**config.mk**
```make
export PLATFORM = sky130hd
export DESIGN_NAME = frc_ctrl
export DESIGN_NICKNAME = d
export VERILOG_FILES = /design/src/hw/frc_pkg.sv /design/src/hw/frc_ctrl.sv /design/src/hw/frc_pulse_timer.sv
export VERILOG_INCLUDE_DIRS = /design/src /design/src/hw
export SDC_FILE = /design/constraint.sdc
export NUM_CORES = 1
export LEC_CHECK = 0
export ABC_AREA = 1
export BUFFER_PORTS_ARGS = -buffer_cell sky130_fd_sc_hd__buf_2
export CAP_MARGIN = 20
export CELL_PAD_IN_SITES_DETAIL_PLACEMENT = 0
export CELL_PAD_IN_SITES_GLOBAL_PLACEMENT = 1
export CORE_MARGIN = 2
export CORE_UTILIZATION = 41
export DETAILED_ROUTE_END_ITERATION = 10
export PLACE_DENSITY_LB_ADDON = 0.1
export SKIP_CTS_REPAIR_TIMING = 1
export SLEW_MARGIN = 20
export SYNTH_ARGS = -nofsm -noshare
export SYNTH_HDL_FRONTEND = slang
export SYNTH_HIERARCHICAL = 1
export SYNTH_SLANG_ARGS = --single-unit
```
**constraint.sdc**
```tcl
create_clock -name ref_clk -period 2 [get_ports ref_clk]
set_input_delay 0.1 -clock ref_clk [delete_from_list [all_inputs] [get_ports ref_clk]]
set_output_delay 0.1 -clock ref_clk [all_outputs]
set_load 0.005 [all_outputs]
```
**src/hw/frc_params.svh**
```systemverilog
// Purpose: Constants for the rewind/expansion FIFO controller
// Assumes: ref_clk at 25 MHz
// Notes: Times in ns; cycle counts are rounded up from them
`ifndef FRC_PARAMS_SVH
`define FRC_PARAMS_SVH

`define FRC_CLK_NS 40
`define FRC_T_PRT_NS 60
`define FRC_T_RTR_NS 90
`define FRC_T_RS_NS 25
`define FRC_T_RSR_NS 15
`define FRC_PRT_CYC ((`FRC_T_PRT_NS + `FRC_CLK_NS - 1) / `FRC_CLK_NS)
`define FRC_RTR_CYC ((`FRC_T_RTR_NS + `FRC_CLK_NS - 1) / `FRC_CLK_NS)
`define FRC_RS_CYC ((`FRC_T_RS_NS + `FRC_CLK_NS - 1) / `FRC_CLK_NS)
`define FRC_RSR_CYC ((`FRC_T_RSR_NS + `FRC_CLK_NS - 1) / `FRC_CLK_NS)

`define FRC_OFF_CTRL 6'h00
`define FRC_OFF_CFG 6'h01
`define FRC_OFF_WDATA 6'h02
`define FRC_OFF_RDATA 6'h03
`define FRC_OFF_STATUS 6'h04
`define FRC_OFF_WCOUNT 6'h05
`define FRC_OFF_RCOUNT 6'h06

`define FRC_CTRL_RESET 0
`define FRC_CTRL_REWIND 1
`define FRC_CTRL_READ 2
`define FRC_CFG_CASCADE 0
`define FRC_CFG_NOT_FIRST 1
`define FRC_ST_BUSY 0
`define FRC_ST_EMPTY_N 1
`define FRC_ST_FULL_N 2
`define FRC_ST_AE_N 3
`define FRC_ST_AF_N 4
`define FRC_ST_RD_VALID 5
`define FRC_ST_ERR 6
`define FRC_ST_RT_OK 7

`define FRC_TMR_W 4
`endif

```
**src/hw/frc_pkg.sv**
```systemverilog
// Purpose: Types shared by the FIFO controller
// Assumes: Nothing beyond the params header
// Notes: Sequencer states only; codes left to the tools
package frc_pkg;
   typedef enum logic [2:0] {
      S_IDLE, S_MRST, S_MREC, S_WR, S_RD, S_CAP, S_RT, S_RTREC
   } frc_state_e;
endpackage

```
**src/hw/frc_ctrl.sv**
```systemverilog
// Purpose: Host controller driving a deep 9-bit FIFO (or a row of them)
// Assumes: FIFO write and read clocks are ref_clk; flag pins synchronous
// Notes: Software works through classic Wishbone registers
// How it works
// - Rewind only after <=depth writes, >=1 read
// - Enables off during rewind pulse and recovery
// - Width: shared controls, combined empty/full flags
// - Width: almost flags from any one device
// - Width: read enable may be tied low
// - Hold expansion/load pin low during reset (cascade mode leaves it undriven instead)
// - Cascade: first device first-load tied low
// - Cascade: other devices first-load held high
// - Cascade: each output feeds next input
// - Cascade: combined flags by ORing all flags
//
// The address map and the Wishbone register port were decided locally.
`timescale 1ns/1ns
`default_nettype none
`include "frc_params.svh"
module frc_ctrl #(
   parameter int LANES = 1,
   parameter int DEPTH = 65536,
   parameter int CNT_W = 18,
   localparam int DW = 9 * LANES
) (
   input wire logic ref_clk,
   input wire logic rst_n,
   input wire logic ce,
   input wire logic wb_cyc_i,
   input wire logic wb_stb_i,
   input wire logic wb_we_i,
   input wire logic [7:0] wb_adr_i,
   input wire logic [3:0] wb_sel_i,
   input wire logic [31:0] wb_dat_i,
   output logic [31:0] wb_dat_o,
   output logic wb_ack_o,
   output logic master_reset_in_n,
   output logic rewind_pulse_in,
   output logic fifo_write_en_n,
   output logic fifo_read_en_n,
   output logic [DW-1:0] fifo_wdata,
   input wire logic [DW-1:0] fifo_rdata,
   input wire logic [LANES-1:0] empty_flag_n,
   input wire logic [LANES-1:0] full_flag_n,
   input wire logic [LANES-1:0] almost_empty_flag_n,
   input wire logic [LANES-1:0] almost_full_flag_n,
   output logic expansion_or_load_pin,
   output logic expansion_or_load_oe,
   output logic first_load_select
);
   typedef struct packed {
      frc_pkg::frc_state_e st;
      logic ack;
      logic [31:0] dat;
      logic mrst_n;
      logic rt;
      logic wen_n;
      logic ren_n;
      logic [DW-1:0] wdata;
      logic ld_val;
      logic ld_oe;
      logic cascade;
      logic not_first;
      logic fl;
      logic [DW-1:0] rdata;
      logic rd_valid;
      logic err;
      logic [CNT_W-1:0] wr_cnt;
      logic [CNT_W-1:0] rd_cnt;
   } frc_ctrl_s;

   frc_ctrl_s q_reg;
   frc_ctrl_s q_next;
   logic tmr_load;
   logic [`FRC_TMR_W-1:0] tmr_val;
   logic tmr_done;
   logic empty_all_n;
   logic full_all_n;
   logic rt_ok;
   logic acc;
   logic wr;
   logic [5:0] idx;

   // Saturating increment keeps an overflowed count above the depth
   function automatic logic [CNT_W-1:0] sat_inc(input logic [CNT_W-1:0] v);
      sat_inc = (v == '1) ? v : v + CNT_W'(1);
   endfunction

   frc_pulse_timer #(
      .W(`FRC_TMR_W)
   ) u_tmr (
      .ref_clk(ref_clk),
      .rst_n(rst_n),
      .ce(ce),
      .load(tmr_load),
      .load_val(tmr_val),
      .done(tmr_done)
   );

   // Composite boundary flags: any empty device empties a wide word,
   // while a cascade only reads empty/full once every device agrees
   assign empty_all_n = q_reg.cascade ? |empty_flag_n : &empty_flag_n;
   assign full_all_n = q_reg.cascade ? |full_flag_n : &full_flag_n;
   // A cascaded chain has no rewind, so the host never asks for one
   assign rt_ok = !q_reg.cascade && (q_reg.wr_cnt <= CNT_W'(DEPTH)) &&
                  (q_reg.rd_cnt != '0);
   assign acc = wb_cyc_i && wb_stb_i && !q_reg.ack;
   assign wr = acc && wb_we_i && wb_sel_i[0];
   assign idx = wb_adr_i[7:2];

   // Sequencer first, then bus accesses that may start a new sequence
   always_comb
   begin
      q_next = q_reg;
      q_next.ack = 1'b0;
      tmr_load = 1'b0;
      tmr_val = '0;
      unique case (q_reg.st)
         frc_pkg::S_IDLE:
         begin
         end
         frc_pkg::S_MRST:
            if (tmr_done)
            begin
               q_next.mrst_n = 1'b1;
               q_next.st = frc_pkg::S_MREC;
               tmr_load = 1'b1;
               tmr_val = `FRC_TMR_W'(`FRC_RSR_CYC - 1);
            end
         frc_pkg::S_MREC:
         begin
            // Pin may rise now: hold time at release is zero
            q_next.ld_val = 1'b1;
            if (tmr_done)
               q_next.st = frc_pkg::S_IDLE;
         end
         frc_pkg::S_WR:
         begin
            q_next.wen_n = 1'b1;
            q_next.st = frc_pkg::S_IDLE;
         end
         frc_pkg::S_RD:
         begin
            q_next.ren_n = 1'b1;
            q_next.st = frc_pkg::S_CAP;
         end
         frc_pkg::S_CAP:
         begin
            // Output register of the FIFO holds the word taken last edge
            q_next.rdata = fifo_rdata;
            q_next.rd_valid = 1'b1;
            q_next.rd_cnt = sat_inc(q_reg.rd_cnt);
            q_next.st = frc_pkg::S_IDLE;
         end
         frc_pkg::S_RT:
            if (tmr_done)
            begin
               q_next.rt = 1'b0;
               q_next.st = frc_pkg::S_RTREC;
               tmr_load = 1'b1;
               tmr_val = `FRC_TMR_W'(`FRC_RTR_CYC - 1);
            end
         frc_pkg::S_RTREC:
            if (tmr_done)
               q_next.st = frc_pkg::S_IDLE;
      endcase

      // Register reads
      if (acc)
      begin
         q_next.ack = 1'b1;
         q_next.dat = '0;
         case (idx)
            `FRC_OFF_CTRL: q_next.dat[0] = (q_reg.st != frc_pkg::S_IDLE);
            `FRC_OFF_CFG:
            begin
               q_next.dat[`FRC_CFG_CASCADE] = q_reg.cascade;
               q_next.dat[`FRC_CFG_NOT_FIRST] = q_reg.not_first;
            end
            `FRC_OFF_RDATA: q_next.dat[DW-1:0] = q_reg.rdata;
            `FRC_OFF_STATUS:
            begin
               q_next.dat[`FRC_ST_BUSY] = (q_reg.st != frc_pkg::S_IDLE);
               q_next.dat[`FRC_ST_EMPTY_N] = empty_all_n;
               q_next.dat[`FRC_ST_FULL_N] = full_all_n;
               q_next.dat[`FRC_ST_AE_N] = almost_empty_flag_n[0];
               q_next.dat[`FRC_ST_AF_N] = almost_full_flag_n[0];
               q_next.dat[`FRC_ST_RD_VALID] = q_reg.rd_valid;
               q_next.dat[`FRC_ST_ERR] = q_reg.err;
               q_next.dat[`FRC_ST_RT_OK] = rt_ok;
            end
            `FRC_OFF_WCOUNT: q_next.dat[CNT_W-1:0] = q_reg.wr_cnt;
            `FRC_OFF_RCOUNT: q_next.dat[CNT_W-1:0] = q_reg.rd_cnt;
            default: q_next.dat = '0;
         endcase
      end

      // Register writes; error clear comes before any new error so set wins
      if (wr && idx == `FRC_OFF_STATUS && wb_dat_i[`FRC_ST_ERR])
         q_next.err = 1'b0;
      if (wr && idx == `FRC_OFF_CFG)
      begin
         q_next.cascade = wb_dat_i[`FRC_CFG_CASCADE];
         q_next.not_first = wb_dat_i[`FRC_CFG_NOT_FIRST];
      end
      if (wr && (idx == `FRC_OFF_CTRL || idx == `FRC_OFF_WDATA))
      begin
         if (q_reg.st != frc_pkg::S_IDLE)
            q_next.err = 1'b1;
         else if (idx == `FRC_OFF_WDATA)
         begin
            // Never pulse write enable into a full FIFO
            if (full_all_n)
            begin
               q_next.wen_n = 1'b0;
               q_next.wdata = wb_dat_i[DW-1:0];
               q_next.wr_cnt = sat_inc(q_reg.wr_cnt);
               q_next.st = frc_pkg::S_WR;
            end
            else
               q_next.err = 1'b1;
         end
         else if (wb_dat_i[`FRC_CTRL_RESET])
         begin
            // Position strap and load pin are set up with reset asserted
            q_next.mrst_n = 1'b0;
            q_next.ld_oe = !q_reg.cascade;
            q_next.ld_val = 1'b0;
            q_next.fl = q_reg.not_first;
            q_next.wr_cnt = '0;
            q_next.rd_cnt = '0;
            q_next.rd_valid = 1'b0;
            q_next.st = frc_pkg::S_MRST;
            tmr_load = 1'b1;
            tmr_val = `FRC_TMR_W'(`FRC_RS_CYC - 1);
         end
         else if (wb_dat_i[`FRC_CTRL_REWIND])
         begin
            if (rt_ok)
            begin
               q_next.rt = 1'b1;
               q_next.st = frc_pkg::S_RT;
               tmr_load = 1'b1;
               tmr_val = `FRC_TMR_W'(`FRC_PRT_CYC - 1);
            end
            else
               q_next.err = 1'b1;
         end
         else if (wb_dat_i[`FRC_CTRL_READ])
         begin
            // Width-expanded rows could tie read enable low; we pulse it
            if (empty_all_n)
            begin
               q_next.ren_n = 1'b0;
               q_next.rd_valid = 1'b0;
               q_next.st = frc_pkg::S_RD;
            end
            else
               q_next.err = 1'b1;
         end
      end
   end

   // Single state register; clock enable freezes everything
   always_ff @(posedge ref_clk or negedge rst_n)
   begin
      if (!rst_n)
      begin
         q_reg <= '0;
         q_reg.st <= frc_pkg::S_IDLE;
         q_reg.mrst_n <= 1'b1;
         q_reg.wen_n <= 1'b1;
         q_reg.ren_n <= 1'b1;
         q_reg.ld_val <= 1'b1;
      end
      else if (ce)
         q_reg <= q_next;
   end

   assign wb_dat_o = q_reg.dat;
   assign wb_ack_o = q_reg.ack;
   assign master_reset_in_n = q_reg.mrst_n;
   assign rewind_pulse_in = q_reg.rt;
   assign fifo_write_en_n = q_reg.wen_n;
   assign fifo_read_en_n = q_reg.ren_n;
   assign fifo_wdata = q_reg.wdata;
   assign expansion_or_load_pin = q_reg.ld_val;
   assign expansion_or_load_oe = q_reg.ld_oe;
   assign first_load_select = q_reg.fl;
endmodule
`default_nettype wire

```
**src/hw/frc_pulse_timer.sv**
```systemverilog
// Purpose: Down counter that times pin pulses and recovery gaps
// Assumes: load value is cycles minus one
// Notes: done is high while the count sits at zero
`timescale 1ns/1ns
`default_nettype none
module frc_pulse_timer #(
   parameter int W = 4
) (
   input wire logic ref_clk,
   input wire logic rst_n,
   input wire logic ce,
   input wire logic load,
   input wire logic [W-1:0] load_val,
   output logic done
);
   typedef struct packed {
      logic [W-1:0] cnt;
   } frc_tmr_s;

   frc_tmr_s q_reg;
   frc_tmr_s q_next;

   // Reload wins over counting so back to back phases need no gap
   always_comb
   begin
      q_next = q_reg;
      if (load)
         q_next.cnt = load_val;
      else if (q_reg.cnt != '0)
         q_next.cnt = q_reg.cnt - W'(1);
   end

   // Clock enable freezes the count
   always_ff @(posedge ref_clk or negedge rst_n)
   begin
      if (!rst_n)
         q_reg <= '0;
      else if (ce)
         q_reg <= q_next;
   end

   assign done = (q_reg.cnt == '0);
endmodule
`default_nettype wire

```
After elaboration in Yosys (flattened, before gate mapping)
Index checks and enable logic that the tools add are counted.
- bitwise logic cells: 2
- shift operators: 0
- $add $sub $neg: 3
- divide/modulo/power cells: 0
- equal/unequal tests: 17
- multipliers: 0
- reduce and logical (&&, ||, !) cells: 31
- multiplexer cells: 85
- magnitude comparators: 1
- operators with widths (kind ; count):
    $mux 18 ; 5
    $mux 36 ; 2
    $mux 1 ; 39
    $mux 38 ; 1
    $add 18x1->18 const B ; 2
    $eq 18x18->1 const B ; 2
    $mux 3 ; 12
    $mux 33 ; 1
    $mux 4 ; 8
    $mux 15 ; 2
    $pmux 6 s4 ; 1
    $mux 19 ; 1
    $eq 6x3->1 const B ; 3
    $le 18x17->1 const B ; 1
    $mux 9 ; 2
    $pmux 9 s2 ; 1
    $reduce_bool 18->1 ; 1
    $pmux 3 s5 ; 1
    $eq 3x3->1 const B ; 4
    $eq 6x2->1 const B ; 2
    $mux 2 ; 6
    $logic_and 1x1->1 ; 10
    $pmux 1 s5 ; 2
    $reduce_and 5->1 ; 2
    other kinds (17) ; 28
- memories: 0
- memory bits (read-only): 0
- logic and storage cells: 158
- bits in latches: 0
- output and inout bits: 49
- RAM bits: 0
- flip-flop bits (word level): 91

Depth between registers and ports, before layout
- depth after elaboration: 14
- depth in mapped cells: 16
- gate-level depth less buffers: 16

Hierarchy
Netlist, hierarchy kept.
- modules (own cells, without submodules) (module ; seq. area each (um2) ; cells each ; times used ; area each (um2)):
    frc_ctrl ; 2182.1 ; 729 ; 1 ; 5502.8
    frc_pulse_timer ; 100.1 ; 41 ; 1 ; 269.0

Least setup slack after synthesis
OpenSTA, ideal clock, no wires.
- kind: register -> register
- start: register q_reg[18] (netlist name)
- end: register u_tmr/q_reg[0] (netlist name)
- data required time: 1.873 ns
- data arrival time: 1.725 ns
- setup time: 0.127 ns
- setup slack: 0.148 ns
- clock period less this slack: 1.852 ns
- stages on the path, launching flop included: 16
- cell sequence: dfrtp_1 > inv_1 > ha_1 > nand3_1 > nor2_1 > nand2_1 > nand2_1 > inv_1 > nor2_1 > nand3_1 > nand4_1 > inv_2 > nand3_2 > nand2_2 > inv_2 > o21ai_0
- cells in the longest elaborated chain, start to end: 11
- elaborated cells between the ends (all ways): 18
- those cells by class: order compare (1); mux (13); reduce/logical (4)
- RTL lines (element ; RTL line ; source):
    start, declared ; frc_ctrl.sv:72 ; frc_ctrl_s q_reg;
    start signal, assigned ; frc_ctrl.sv:277 ; q_reg <= q_next;
    $le 18x17->1 * ; frc_ctrl.sv:105 ; assign rt_ok = !q_reg.cascade && (q_reg.wr_cnt <= CNT_W'(DEPTH)) &&
    $logic_and 1x1->1 * (2 in a row) ; frc_ctrl.sv:105 ;
    $mux 1 * ; frc_ctrl.sv:239 ; if (rt_ok)
    $mux 1 * ; frc_ctrl.sv:237 ; else if (wb_dat_i[`FRC_CTRL_REWIND])
    $mux 1 * ; frc_ctrl.sv:223 ; else if (wb_dat_i[`FRC_CTRL_RESET])
    $mux 1 * ; frc_ctrl.sv:210 ; else if (idx == `FRC_OFF_WDATA)
    $mux 1 * ; frc_ctrl.sv:208 ; if (q_reg.st != frc_pkg::S_IDLE)
    $mux 1 * ; frc_ctrl.sv:206 ; if (wr && (idx == `FRC_OFF_CTRL || idx == `FRC_OFF_WDATA))
    net tmr_load ; frc_ctrl.sv:74 ; logic tmr_load;
    $reduce_bool 2->1 (no line) ; - ;
    $reduce_and 2->1 (no line) ; - ;
    end signal, assigned ; frc_pulse_timer.sv:39 ; q_reg <= q_next;
    end, declared ; frc_pulse_timer.sv:20 ; frc_tmr_s q_reg;
Mark *: on every way through the listed nets, which the timed path passes. The rest lies on a longest branch.
A chain may end at the register's enable or synchronous reset.

Worst setup path in the final report
- start: register q_reg[0] (netlist name)
- end: register u_tmr/q_reg[0] (netlist name)
- cells in the longest elaborated chain, start to end: 10
- elaborated cells between the ends (all ways): 17
- those cells by class: mux (13); reduce/logical (4)
- RTL lines (element ; RTL line ; source):
    $reduce_bool 18->1 * ; frc_ctrl.sv:106 ; (q_reg.rd_cnt != '0);
    $logic_and 1x1->1 * ; frc_ctrl.sv:105 ;
    $mux 1 * ; frc_ctrl.sv:239 ;
    $mux 1 * ; frc_ctrl.sv:237 ;
    $mux 1 * ; frc_ctrl.sv:223 ;
    $mux 1 * ; frc_ctrl.sv:210 ;
    $mux 1 * ; frc_ctrl.sv:208 ;
    $mux 1 * ; frc_ctrl.sv:206 ;
    net tmr_load ; frc_ctrl.sv:74 ;
    $reduce_bool 2->1 (no line) ; - ;
    $reduce_and 2->1 (no line) ; - ;
Marks and branches as above.

==> key figures <==
Critical path
  – FF-to-FF setup slack: 0.03 ns
  – R2R Path End: u_tmr/q_reg[0]$_DFFE_PN0P_
  – Worst Path Arrival: 2.21 ns
  – Crit Path Category: reg2reg
  – Reg2Reg Depth: 15
  – Type of destination of the critical path: flip-flop
  – CP max FO: 5
  – Critical Path RT: 2.23 ns
  – Reg-to-reg critical path startpoint: q_reg[0]$_DFFE_PN0P_
  – Startpoint type of the worst setup path: flip-flop

Final layout
  – Post-route cell area: 7142 sq um
  – Commonest cells after routing, fill and taps aside: 219 x nand2_1, 87 x dfrtp_1, 82 x buf_4
  – Ratio of cells with drive above 1 in the final layout: 28.76%
  – Most common cell after layout, fill and taps aside: nand2_1
  – Ant diodes: 0
  – Final Util: 51.65%
  – Synthesis-to-finish area growth: 23.74%
  – Nets@finish: 974
  – Max reg flops: 52

Clock network
  – Clock Tree Buf Depth: 2
  – Clock tree from TritonCTS: built
  – # H-tree levels: 3
  – CTS Buf Count: 9
  – Clock sink count: 91
  – Root buffer cell: clkbuf_16
  – Clk Latency, worst-skew pair: 0.35 ns
  – Clk pin slew, worst setup/hold paths: 0.07 ns

STA
  – Final hold vios: 1
  – Period utilisation layout: 98.69%
  – Minimum clock period: 1.974 ns
  – Skew final: 0.005996 ns
  – Setup TNS: 0 ns
  – Min Hold Slack: -0.03579 ns
  – RSZ-0062 raised after global routing: yes
  – Max frequency: 506.7 MHz
  – Setup Viol. Count Final: 0
  – Max-slew violation count: 0

Pwr
  – VDD IR max: 0.4208 mV
  – Power per cell area: 794.2 nW/um^2
  – Leakage: 3.688 nW
  – Final Total Pwr: 0.005672 W

Worst hold path
  – Worst hold path class: in2reg
  – Worst min-delay path endpoint: fifo_wdata[7]$_DFFE_PN0P_
  – Min-Delay Path Depth: 3
  – Hold_sp: wb_dat_i[7]

Status
  – Violated checks: hold timing
  – Outcome: complete, but fails checks

Synthesis
  – Main flop type after synthesis: dfrtp_1
  – Synth Warn #: 6
  – Post-Syn Area: 5772 sq um
  – #FFs+latches synth: 91
  – Synth cell types: 46
  – Post-synthesis sequential area ratio: 39.54%
  – Async set or reset register ratio after synthesis: 100.0%
  – Syn_area_per_cell: 7.496 sq um
  – Post-synth EDFFs: 0
  – Post-Syn Instances: 770

Floorplan
  – CORE AREA: 13830 sq um
  – Total die area: 15040 sq um
  – Die H: 122.7 microns
  – Die span in x: 122.7 microns
  – Rows: 43
  – Starting density of the core: 41.74%
  – IO Pins: 112

Drt
  – WL final: 15.98 mm
  – Pre-antenna DRT Iters: 4
  – Antenna violation net count after detailed routing: 0
  – First DRT Iteration DRCs: 363
  – Residual DRC count: 0
  – WL per Instance: 14.64 microns
  – Via/cell ratio: 4.897
  – Via Count: 5343

Global routing
  – Largest net degree at the start of global routing: 43
  – First-pass GRT wire length: 25.70 mm
  – Antenna violations before repair: 0
  – Gr usage total: 22.07%
  – Grt total ovfl: 0
  – Vias in the first global route: 5115

Placed design
  – Routability cong.: 0.9015
  – Port Buffers: 69
  – Cell area after placement: 6544 sq um
  – Detailed Place HPWL: 12.11 mm

Flow run
  – Max_cap viols: 0
[layer usage]
layer  track usage, %  share of wire, %  vias up  wire length (microns)
met5                0                 0        -                      0
met4            8.477               1.6        0                    263
met3            2.556               3.0       14                    485
met2            35.42                46       96                   7395
met1            30.51                49     2552                   7832
li1                 -                 -     2681                      -
[through the flow]
step / setup slack (ns) / instances
2_1_floorplan: 0.1478 / 785
4_1_cts: 0.03112 / 1066
5_1_grt: -0.1294 / 1091
3_5_place_dp: 0.05345 / 1050
6_report: 0.02628 / 1091
3_3_place_gp: 0.08768 / 1050
[worst max-delay path, stage by stage (launching register included)]
cell and delay (ns):
dfrtp_1 0.39, inv_2 0.08, ha_4 0.13, nand2_2 0.04, nor3_2 0.17, nand3_1 0.15, nand2_2 0.11, nor2_4 0.04
nand3_2 0.06, nand4_1 0.19, inv_2 0.13, nand3_2 0.09, nand2_2 0.10, inv_2 0.06, nand2_1 0.05, o21ai_1 0.05
[worst max-delay path by stage]
| stage | start | end | slack [ns] | depth (start not counted) |
|---|---|---|---|---|
| floorplan | q_reg[18]$_DFFE_PN0P_ | u_tmr/q_reg[0]$_DFFE_PN0P_ | 0.15 | 15 |
| global placement | q_reg[17]$_DFFE_PN0P_ | u_tmr/q_reg[0]$_DFFE_PN0P_ | 0.09 | 14 |
| detailed placement | wb_ack_o$_DFFE_PN0P_ | u_tmr/q_reg[0]$_DFFE_PN0P_ | 0.05 | 12 |
| CTS | q_reg[17]$_DFFE_PN0P_ | u_tmr/q_reg[0]$_DFFE_PN0P_ | 0.03 | 14 |
| global route | q_reg[1]$_DFFE_PN0P_ | u_tmr/q_reg[0]$_DFFE_PN0P_ | -0.13 | 15 |
| finish | q_reg[0]$_DFFE_PN0P_ | u_tmr/q_reg[0]$_DFFE_PN0P_ | 0.03 | 15 |
[synthesized netlist by cell type (2+ instances only)]
cell type | instances | area [sq um]
xor2_1 | 13 | 113.9
ha_1 | 5 | 62.56
buf_6 | 6 | 67.56
inv_1 | 80 | 300.3
o21a_1 | 2 | 15.01
o21ai_1 | 11 | 55.05
nor2_4 | 6 | 67.56
clkbuf_1 | 5 | 18.77
o211ai_1 | 3 | 22.52
nand4_4 | 2 | 42.54
o21ai_0 | 33 | 165.2
nor3_1 | 19 | 95.09
o31ai_1 | 2 | 15.01
nor2_2 | 7 | 43.79
buf_2 | 4 | 20.02
dfstp_2 | 4 | 105.1
nor3b_1 | 4 | 30.03
nor3_4 | 3 | 48.80
inv_2 | 14 | 52.55
o22ai_1 | 21 | 131.4
o21ai_2 | 4 | 35.03
nand4_1 | 15 | 93.84
a21oi_1 | 18 | 90.09
buf_4 | 45 | 337.8
nand2_4 | 3 | 33.78
nor2_1 | 58 | 217.7
nand2_1 | 223 | 837.1
nor3_2 | 4 | 40.04
nand2_2 | 15 | 93.84
nand3_2 | 5 | 50.05
dfrtp_1 | 87 | 2177
nand3_1 | 34 | 170.2
or2_2 | 2 | 12.51
[cell families after synthesis]
logic type / after synthesis / synth area share (%)
buf+inv: 156 / 13.98
flops: 91 / 39.54
simple gates: 406 / 33.49
fa+ha+maj: 5 / 1.084
xor+xnor: 13 / 1.973
other cells: 1 / 0.06497
compound gates: 98 / 9.863
[power by group]
group,leakage (nW),internal [W],switching [W]
combinational,2.40,0.000723,0.00100
sequential,1.16,0.00215,0.000178
clock,0.133,0.000876,0.000744
total,3.69,0.00375,0.00192
[final cells by class]
cell class / instances / area, sq um
clock buffers: 12 / 246.5
clock inverters: 4 / 26.28
fillers: 1370 / 6685
inverters: 95 / 361.6
multi-input cells: 538 / 2824
flip-flops and latches: 91 / 2282
well taps: 180 / 225.2
repair buffers: 171 / 1176
Note: power is estimated with default switching activity, not from simulation.
